--- config.mk ---
export PLATFORM = sky130hd
export DESIGN_NAME = spcd_decoder
export DESIGN_NICKNAME = d
export VERILOG_FILES = /design/src/design/spcd_pkg.sv /design/src/design/spcd_decoder.sv
export SDC_FILE = /design/constraint.sdc
export NUM_CORES = 1
export LEC_CHECK = 0
export BUFFER_PORTS_ARGS = -buffer_cell sky130_fd_sc_hd__buf_2
export CORE_MARGIN = 5
export CORE_UTILIZATION = 50
export DETAILED_ROUTE_END_ITERATION = 12
export PLACE_DENSITY = 0.88
export SLEW_MARGIN = 20
export SYNTH_ARGS = -nofsm -noshare
export SYNTH_HDL_FRONTEND = slang
export SYNTH_SLANG_ARGS = --single-unit
--- constraint.sdc ---
create_clock -name i_clock -period 6 [get_ports i_clock]
set_input_delay 0.9 -clock i_clock [delete_from_list [all_inputs] [get_ports i_clock]]
set_output_delay 0.9 -clock i_clock [all_outputs]
set_load 0.05 [all_outputs]
--- src/design/spcd_pkg.sv ---
// Constants and carriers for the spindle power command decoder
// Notes on behaviour
// RL1 - Opcode 1Bh is the spindle command
// RL2 - Early-status clear: status after operation finishes; code waits only for code 0h and flush
// RL3 - Early-status set: Good status at once
// RL4 - Nonzero power code ignores start bit
// RL5 - Decode active, idle a/b/c, standby z/y
// RL6 - Code 7h returns control to timers
// RL7 - Codes Ah/Bh force chosen timer zero
// RL8 - Move to requested power condition
// RL9 - Explicit request disables timers until handback
// RL10 - No dwell or unload caps under initiator
// RL11 - Handback starts supported, enabled timers
// RL12 - Conflicting handback note; follow previous rule
// RL13 - Force: zero timer, enter condition, handback
// RL14 - Force on unsupported/inactive timer is illegal
// RL15 - Requesting current condition is no error
// RL16 - Initiator keeps load_eject_bit zero
// RL17 - Spindle command accepted whether motor stopped
// RL18 - Opcode 35h is cache flush
// RL19 - Flush start block from bytes 2-5
// RL20 - Flush with early-status set is illegal
// RL21 - Flush length bytes 7-8; zero means rest
// RL22 - Not ready answers before startup completes; code exempts opcodes 00h, 12h and 03h
// RL23 - Reserved codes or modifiers are illegal
// RL24 - Field positions: byte4 hi, byte3 lo, bit0
package spcd_pkg;
  localparam logic [7:0] OP_SPINDLE = 8'h1B;
  localparam logic [7:0] OP_FLUSH = 8'h35;
  localparam logic [7:0] OP_TUR = 8'h00;
  localparam logic [7:0] OP_INQUIRY = 8'h12;
  localparam logic [7:0] OP_REQ_SENSE = 8'h03;
  localparam logic [3:0] PC_START = 4'h0;
  localparam logic [3:0] PC_ACTIVE = 4'h1;
  localparam logic [3:0] PC_IDLE = 4'h2;
  localparam logic [3:0] PC_STANDBY = 4'h3;
  localparam logic [3:0] PC_UNIT = 4'h7;
  localparam logic [3:0] PC_FORCE_IDLE = 4'hA;
  localparam logic [3:0] PC_FORCE_STBY = 4'hB;
  localparam logic [3:0] MOD_0 = 4'h0;
  localparam logic [3:0] MOD_1 = 4'h1;
  localparam logic [3:0] MOD_2 = 4'h2;
  localparam logic [3:0] SK_NONE = 4'h0;
  localparam logic [3:0] SK_NOT_READY = 4'h2;
  localparam logic [3:0] SK_ILLEGAL = 4'h5;
  localparam logic [7:0] ASC_NONE = 8'h00;
  localparam logic [7:0] ASC_INVALID_CDB = 8'h24;
  localparam logic [7:0] ASC_BECOMING_READY = 8'h04;
  localparam logic [7:0] ASCQ_BECOMING_READY = 8'h01;
  localparam int TIMER_N = 5;
  // Power conditions, one per supported state
  typedef enum logic [2:0] {
    SPCD_ACTIVE, SPCD_IDLE_A, SPCD_IDLE_B, SPCD_IDLE_C, SPCD_STBY_Z, SPCD_STBY_Y
  } spcd_power_e;
  typedef struct packed {
    logic [7:0] opcode;
    logic early;
    logic [31:0] lba;
    logic [3:0] modifier;
    logic [3:0] power_code;
    logic load_eject_bit;
    logic start;
    logic [15:0] length;
  } spcd_cdb_s;
  typedef struct packed {
    logic good;
    logic [3:0] sense_key;
    logic [7:0] asc;
    logic [7:0] ascq;
  } spcd_status_s;
  typedef struct packed {
    logic [31:0] lba;
    logic [15:0] count;
    logic to_end;
  } spcd_flush_s;
endpackage

--- src/design/spcd_decoder.sv ---
// Spindle power and cache flush command decoder
module spcd_decoder (
  input wire logic i_clock,
  input wire logic i_reset,
  input wire logic i_cmd_valid,
  input wire logic [79:0] i_cdb,
  input wire logic i_ready_done,
  input wire logic [4:0] i_timer_supported,
  input wire logic [4:0] i_timer_enabled,
  input wire logic i_op_done,
  output logic o_busy,
  output logic o_status_valid,
  output spcd_pkg::spcd_status_s o_status,
  output logic o_spin_req,
  output logic o_spin_start,
  output logic o_power_req,
  output spcd_pkg::spcd_power_e o_power,
  output logic o_unit_timer_control,
  output logic [4:0] o_timer_running,
  output logic [4:0] o_timer_zero,
  output logic o_limits_enforced,
  output logic o_flush_req,
  output spcd_pkg::spcd_flush_s o_flush
);
  import spcd_pkg::*;

  typedef enum logic [1:0] {SPCD_IDLE_ST, SPCD_WAIT_ST} spcd_state_e;
  spcd_state_e state;
  spcd_status_s next_status;
  spcd_cdb_s cdb;

  // RL24 field positions
  assign cdb.opcode = i_cdb[79:72];
  assign cdb.early = i_cdb[64];
  assign cdb.lba = i_cdb[63:32];
  assign cdb.modifier = i_cdb[51:48];
  assign cdb.power_code = i_cdb[47:44];
  assign cdb.load_eject_bit = i_cdb[41];
  assign cdb.start = i_cdb[40];
  assign cdb.length = i_cdb[23:8];

  function automatic spcd_status_s mk_status(input logic [3:0] key, input logic [7:0] asc, input logic [7:0] ascq);
    mk_status = '{good: (key == SK_NONE), sense_key: key, asc: asc, ascq: ascq};
  endfunction

  wire take = i_cmd_valid && (state == SPCD_IDLE_ST);
  // RL1 spindle opcode
  wire is_spin = cdb.opcode == OP_SPINDLE;
  // RL18 flush opcode
  wire is_flush = cdb.opcode == OP_FLUSH;
  wire always_ok = cdb.opcode == OP_TUR || cdb.opcode == OP_INQUIRY || cdb.opcode == OP_REQ_SENSE;
  // RL22 not ready before startup
  wire not_ready = !i_ready_done && !always_ok;
  // RL5 power condition decode
  wire pc_start = cdb.power_code == PC_START && cdb.modifier == MOD_0;
  wire pc_active = cdb.power_code == PC_ACTIVE && cdb.modifier == MOD_0;
  wire pc_idle = cdb.power_code == PC_IDLE && cdb.modifier <= MOD_2;
  wire pc_stby = cdb.power_code == PC_STANDBY && cdb.modifier <= MOD_1;
  // RL6 unit control
  wire pc_unit = cdb.power_code == PC_UNIT && cdb.modifier == MOD_0;
  // RL7 force timer decode
  wire pc_fidle = cdb.power_code == PC_FORCE_IDLE && cdb.modifier <= MOD_2;
  wire pc_fstby = cdb.power_code == PC_FORCE_STBY && cdb.modifier <= MOD_1;
  // Standby selections sit above the three idle timers and conditions
  wire stby_sel = pc_fstby || pc_stby;
  wire [2:0] tsel = stby_sel ? 3'(cdb.modifier) + 3'h3 : 3'(cdb.modifier);
  wire [4:0] tmask = 5'h01 << tsel;
  wire pc_force = pc_fidle || pc_fstby;
  // RL14 force needs supported and running timer
  wire force_bad = pc_force && ((tmask & i_timer_supported & o_timer_running) == 5'h00);
  // RL23 reserved codes rejected
  wire pc_legal = pc_start || pc_active || pc_idle || pc_stby || pc_unit || pc_force;
  wire spin_bad = !pc_legal || force_bad;
  // RL20 flush with early status rejected
  wire flush_bad = cdb.early;
  wire pc_set = pc_active || pc_idle || pc_stby;
  spcd_power_e req_power;
  assign req_power = pc_active ? SPCD_ACTIVE : spcd_power_e'(tsel + 3'h1);
  // RL17 RL15 accepted in any motor or power state
  wire accept_spin = take && is_spin && !not_ready && !spin_bad;
  wire accept_flush = take && is_flush && !not_ready && !flush_bad;
  // RL4 start bit only used with code 0h
  wire do_spin = accept_spin && pc_start;
  // RL2 RL3 start code waits unless early status; flush always waits
  wire need_wait = (do_spin && !cdb.early) || accept_flush;

  always_comb begin
    next_status = mk_status(SK_NONE, ASC_NONE, ASC_NONE);
    if (not_ready) begin
      next_status = mk_status(SK_NOT_READY, ASC_BECOMING_READY, ASCQ_BECOMING_READY);
    end else if ((is_spin && spin_bad) || (is_flush && flush_bad)) begin
      next_status = mk_status(SK_ILLEGAL, ASC_INVALID_CDB, ASC_NONE);
    end
  end

  assign o_busy = state == SPCD_WAIT_ST;
  // RL10 limits only under unit control
  assign o_limits_enforced = o_unit_timer_control;

  always_ff @(posedge i_clock or posedge i_reset) begin
    if (i_reset) begin
      state <= SPCD_IDLE_ST;
      o_status_valid <= 1'b0;
      o_status <= '0;
      o_spin_req <= 1'b0;
      o_spin_start <= 1'b0;
      o_power_req <= 1'b0;
      o_power <= SPCD_ACTIVE;
      o_unit_timer_control <= 1'b1;
      o_timer_running <= 5'h1F;
      o_timer_zero <= 5'h00;
      o_flush_req <= 1'b0;
      o_flush <= '0;
    end else begin
      o_status_valid <= 1'b0;
      o_spin_req <= do_spin;
      o_power_req <= 1'b0;
      o_timer_zero <= 5'h00;
      o_flush_req <= accept_flush;
      if (state == SPCD_WAIT_ST && i_op_done) begin
        state <= SPCD_IDLE_ST;
        o_status_valid <= 1'b1;
        o_status <= mk_status(SK_NONE, ASC_NONE, ASC_NONE);
      end
      if (take) begin
        if (need_wait) begin
          state <= SPCD_WAIT_ST;
        end else begin
          o_status_valid <= 1'b1;
          o_status <= next_status;
        end
      end
      if (do_spin) begin
        o_spin_start <= cdb.start;
      end
      // RL8 RL9 explicit condition, timers stopped
      if (accept_spin && pc_set) begin
        o_power_req <= 1'b1;
        o_power <= req_power;
        o_unit_timer_control <= 1'b0;
        o_timer_running <= 5'h00;
      end
      // RL11 RL12 handback starts enabled timers
      if (accept_spin && pc_unit) begin
        o_unit_timer_control <= 1'b1;
        o_timer_running <= i_timer_supported & i_timer_enabled;
      end
      // RL13 force timer to zero
      if (accept_spin && pc_force) begin
        o_timer_zero <= tmask;
        o_power_req <= 1'b1;
        o_power <= req_power;
        o_unit_timer_control <= 1'b1;
      end
      // RL19 RL21 flush range
      if (accept_flush) begin
        o_flush <= '{lba: cdb.lba, count: cdb.length, to_end: cdb.length == 16'h0000};
      end
    end
  end

  // RL3
  early_good_a: assert property (@(posedge i_clock) disable iff (i_reset)
    (take && is_spin && cdb.early && !not_ready && !spin_bad) |=> o_status_valid && o_status.good) else $error("early status missing");
  // RL2
  late_status_a: assert property (@(posedge i_clock) disable iff (i_reset)
    (do_spin && !cdb.early) |=> !o_status_valid && o_busy) else $error("status too early");
  // RL14
  force_reject_a: assert property (@(posedge i_clock) disable iff (i_reset)
    (take && is_spin && !not_ready && force_bad) |=> o_status_valid && o_status.sense_key == SK_ILLEGAL) else $error("bad force accepted");
  // RL20
  flush_immed_a: assert property (@(posedge i_clock) disable iff (i_reset)
    (take && is_flush && cdb.early && i_ready_done) |=> o_status.asc == ASC_INVALID_CDB && !o_flush_req) else $error("flush early not rejected");
  // RL22
  not_ready_a: assert property (@(posedge i_clock) disable iff (i_reset)
    (take && not_ready) |=> o_status.sense_key == SK_NOT_READY && !o_spin_req) else $error("not ready missed");
  // RL9
  timers_off_a: assert property (@(posedge i_clock) disable iff (i_reset)
    (accept_spin && pc_set) |=> o_timer_running == 5'h00 && !o_unit_timer_control) else $error("timers not disabled");
  // RL11
  unit_ctrl_a: assert property (@(posedge i_clock) disable iff (i_reset)
    (accept_spin && pc_unit) |=> o_unit_timer_control && o_timer_running == $past(i_timer_supported & i_timer_enabled)) else $error("handback wrong");
  // RL21
  flush_all_a: assert property (@(posedge i_clock) disable iff (i_reset)
    accept_flush |=> o_flush_req && o_flush.to_end == (o_flush.count == 16'h0000)) else $error("flush range wrong");
  // RL4
  start_ignored_a: assert property (@(posedge i_clock) disable iff (i_reset)
    (accept_spin && !pc_start) |=> !o_spin_req) else $error("start bit not ignored");

  // RL8
  power_move_a: assert property (@(posedge i_clock) disable iff (i_reset) // RL8
    (accept_spin && pc_set) |=> o_power_req && o_power == $past(req_power))
    else $error("power condition not entered");

  // RL5
  stby_power_a: assert property (@(posedge i_clock) disable iff (i_reset) // RL5
    (accept_spin && pc_stby) |=>
    o_power == (($past(cdb.modifier) == MOD_0) ? SPCD_STBY_Z : SPCD_STBY_Y))
    else $error("standby condition wrong");

  // RL5
  idle_power_a: assert property (@(posedge i_clock) disable iff (i_reset) // RL5
    (accept_spin && pc_idle && cdb.modifier == MOD_0) |=> o_power == SPCD_IDLE_A)
    else $error("idle condition wrong");

  // RL13
  force_zero_a: assert property (@(posedge i_clock) disable iff (i_reset) // RL13
    (accept_spin && pc_force) |=> o_timer_zero == $past(tmask) && o_unit_timer_control && o_power_req)
    else $error("force timer not applied");

  // RL23
  reserved_code_a: assert property (@(posedge i_clock) disable iff (i_reset) // RL23
    (take && is_spin && !not_ready && !pc_legal) |=> o_status_valid && o_status.sense_key == SK_ILLEGAL)
    else $error("reserved code accepted");

  // RL20
  flush_wait_a: assert property (@(posedge i_clock) disable iff (i_reset) // RL20
    accept_flush |=> o_busy && !o_status_valid)
    else $error("flush status too early");

  // RL2
  done_status_a: assert property (@(posedge i_clock) disable iff (i_reset) // RL2
    (o_busy && i_op_done) |=> o_status_valid && o_status.good && !o_busy)
    else $error("completion status missing");

  // RL10
  limits_off_a: assert property (@(posedge i_clock) disable iff (i_reset) // RL10
    (accept_spin && pc_set) |=> !o_limits_enforced)
    else $error("limits still enforced");

  // RL1
  spin_start_a: assert property (@(posedge i_clock) disable iff (i_reset) // RL1
    (accept_spin && pc_start) |=> o_spin_req && o_spin_start == $past(cdb.start))
    else $error("spindle request wrong");

  // RL19
  flush_lba_a: assert property (@(posedge i_clock) disable iff (i_reset) // RL19
    accept_flush |=> o_flush.lba == $past(cdb.lba) && o_flush.count == $past(cdb.length))
    else $error("flush start wrong");

  // RL15
  same_power_a: assert property (@(posedge i_clock) disable iff (i_reset) // RL15
    (accept_spin && pc_set && req_power == o_power) |=> o_status_valid && o_status.good)
    else $error("current condition refused");

  // RL18
  flush_req_a: assert property (@(posedge i_clock) disable iff (i_reset) // RL18
    accept_flush |=> o_flush_req)
    else $error("flush not requested");
endmodule

==> results.md <==
* EDFF count, synth at 0
* Wire length per cell at 16.0 microns
* Int Pwr at 0.829 mW
* Worst VDD drop at 127 uV
* # nets final at 566
* Die Y at 98.0 microns
* First-pass GRT wire length at 15.1 mm
* Switching Share at 0.271
* Fin crit share at 0.626
* Syn Area/Cell at 13.0 sq um
* Synth area leader: dfrtp_1
* Flops & latches, synth at 91
* Largest family of logic cells by synthesized area: multiplexers
* Final Hold Fails at 0
* Critical Path Sink Type: flip-flop
* # diodes at 0
* Count leader, synth: dfrtp_1
* Crit Path Class: in2reg
* Setup TNS at 0 ns
* PD cells at 228 nW/um^2
* Commonest cells in the netlist: dfrtp_1 (85), mux2_2 (50), and2_1 (15)
* CTS clk-pin slew, worst paths at 0.09 ns
* Worst-margin pin slew at 0.847 ns
* Clock sink count at 91
* Worst slew margin at 0.434
* Synth Area in XOR/XNOR at 0.00226
* Top cell type's share of synthesized area at 0.550
* Reg2Reg Depth at 6
* Net Count, Synth at 401
* Critical path required time at 6.29 ns
* CTS tree: done
* Final setup margin at 2.24 ns
* Max Cap Viol at 0
* Startpoint types: input pin
* Fin. max-slew vios at 0
* Post-DR vias/cell at 5.21
* Adder-Cell Fraction of Synth Area at 0.0259
* Yosys warns at 0
* Overall power at 1.14 mW
* Area Overhead vs Synth at 28.7%
* Core area at 7650 sq um
* Fill cells at 609
* Flop pwr share at 0.550
* Largest net degree at the start of global routing at 92
* Placer Congestion at 0.884
* Cell variety after synth at 52
* Post-CTS setup buffers at 0
* Seq/Total Area, Yosys at 0.591
* Post-route ant nets at 0
* Mapped Area at 3870 sq um
* Vias in the first global route at 3046
* Post-CTS sizing at 0
* Final worst clock skew at 0.0142 ns
* Mux contribution to synthesized area at 0.146
* Die W at 98.0 microns
* Crit path from: i_cdb[46]
* Post-CTS Hold Buffers at 0
* Starting Density at 0.506
* Layout cells sized above 1 at 0.534
* RR Endpoint: o_status[20]
* Worst Path Max Fanout at 5
* Status: complete, no violations
* # DRC at 0
* Worst-skew pair later-pin latency at 0.36 ns
* Inserted Clock Buffers at 9
* Min cycle time layout at 3.76 ns
* Clock share of power at 0.353
* Post-place setup slack at 1.90 ns
* Initial antenna violation count at 0
* R2r setup slk at 3.70 ns
* Sequential Area at 2280 sq um
* Synth Area in Compound Gates at 0.0809
* Syn Inst Count at 298
* Worst setup endpoint: o_status[13]
* WP data arrival at 4.04 ns
* IO buf count at 162
* GRT Resource Usage Total at 0.194
* DIE AREA at 9590 sq um
* Peak Freq at 266 MHz
* Gate power share at 0.098
* Top cells by area, synth: dfrtp_1 (55%), mux2_2 (15%), dfstp_2 (4.1%)
* Worst r2r src: state[0]
* Multi-input gate area at 1490 sq um
* Hold crit path type: reg2reg
* Final WL at 9.15 mm
* Synth Area in Simple Gates at 0.130
* DR iter-0 viols at 129
* CTS root buffer: clkbuf_8
* H-tree depth at 3
* Clk buf depth at 2
* Leak Pwr at 2.81 nW
* Ys flop type: dfrtp_1
* Router iterations before antenna repair at 4
* Synth async-reset ratio at 1.00
* Gr ovfl total at 0
* Via count at 2971
* Std cell rows at 32
* I/O Pins at 186
* Final setup viols at 0
* RSZ-0062 raised after global routing: false
* Switching power total at 0.308 mW
* Finished Core Util at 0.651
* Hpwl dp at 7.05 mm
[through the flow]
| step | std cells | hold WS, ns | instance area, sq um |
|---|---|---|---|
| floorplan | 298 | 0.493 | 3870 |
| global placement | 554 | 0.433 | 4780 |
| detailed placement | 554 | 0.445 | 4780 |
| CTS | 570 | 0.466 | 4970 |
| global route | 570 | 0.500 | 4980 |
| finish | 570 | 0.464 | 4980 |
[critical path, cell delays in order]
cell,delay (ns)
buf_2,0.12
or3_4,0.42
nor4_1,0.45
mux2_2,0.44
ha_1,0.22
and3_1,0.15
a31oi_1,0.14
a21boi_0,0.20
or4_4,0.53
a211oi_2,0.34
a21o_1,0.12
[area by class of cell]
type,instances,share of cell area
timing repair buffer,165,0.168
multi-input combinational,185,0.300
clock inverter,6,0.0108
tap,102,0.0256
clock buffer,10,0.0277
sequential,91,0.459
inverter,11,0.00855
[placed cells by master (no fill, tap or decap), types with 4 or more instances in the layout]
cell,n
a21o_1,5
dfstp_2,6
clkbuf_8,10
a31oi_1,6
dfrtp_1,85
inv_6,4
buf_2,162
inv_1,10
o21ai_0,10
nand2_1,14
nand2b_1,4
ha_1,8
nor4_1,6
mux2_2,50
nor2_1,9
and3_1,5
and2_1,15
nand3_1,6
[worst min-delay path by stage]
stage | start | to | depth (start not counted)
after global placement | state[1] | state[1] | 0
after CTS | state[1] | state[1] | 0
after global routing | o_status[18] | o_status[18] | 1
after detailed placement | state[1] | state[1] | 0
after floorplan | state[1] | state[1] | 1
final | state[1] | state[1] | 0
[sequential cells by signal, summed over array words and instances (netlist names), 2 cells and up]
register / count
o_status: 21
state: 2
o_flush: 49
o_timer_zero: 5
o_timer_running: 5
o_power: 3
[logic make-up (layout without fill, tap and decap cells)]
| kind of cell | count (synthesis) | after routing |
|---|---|---|
| buffers and inverters | 22 | 192 |
| xor gates and xnor gates | 1 | 1 |
| adders and majority gates | 8 | 8 |
| AOI/OAI and AO/OA | 41 | 41 |
| muxes | 50 | 50 |
| and+or+nand+nor | 85 | 85 |
| DFF | 91 | 91 |
[layer usage]
metal,vias to the layer above,wire (microns),GRT usage
li1,1390,-,-
met3,11,632,0.0443
met5,-,0,0
met1,1457,3780,0.256
met2,113,4600,0.319
met4,0,135,0.0650
[power groups by stage]
stage | clock, mW | combinational, mW | sequential, mW
after floorplan | 0 | 0.0362 | 0.664
after global placement | 0 | 0.108 | 0.636
after detailed placement | 0 | 0.111 | 0.637
after CTS | 0.413 | 0.112 | 0.625
after global routing | 0.442 | 0.122 | 0.626
final | 0.401 | 0.111 | 0.625
Note: power is estimated with default switching activity, not from simulation.
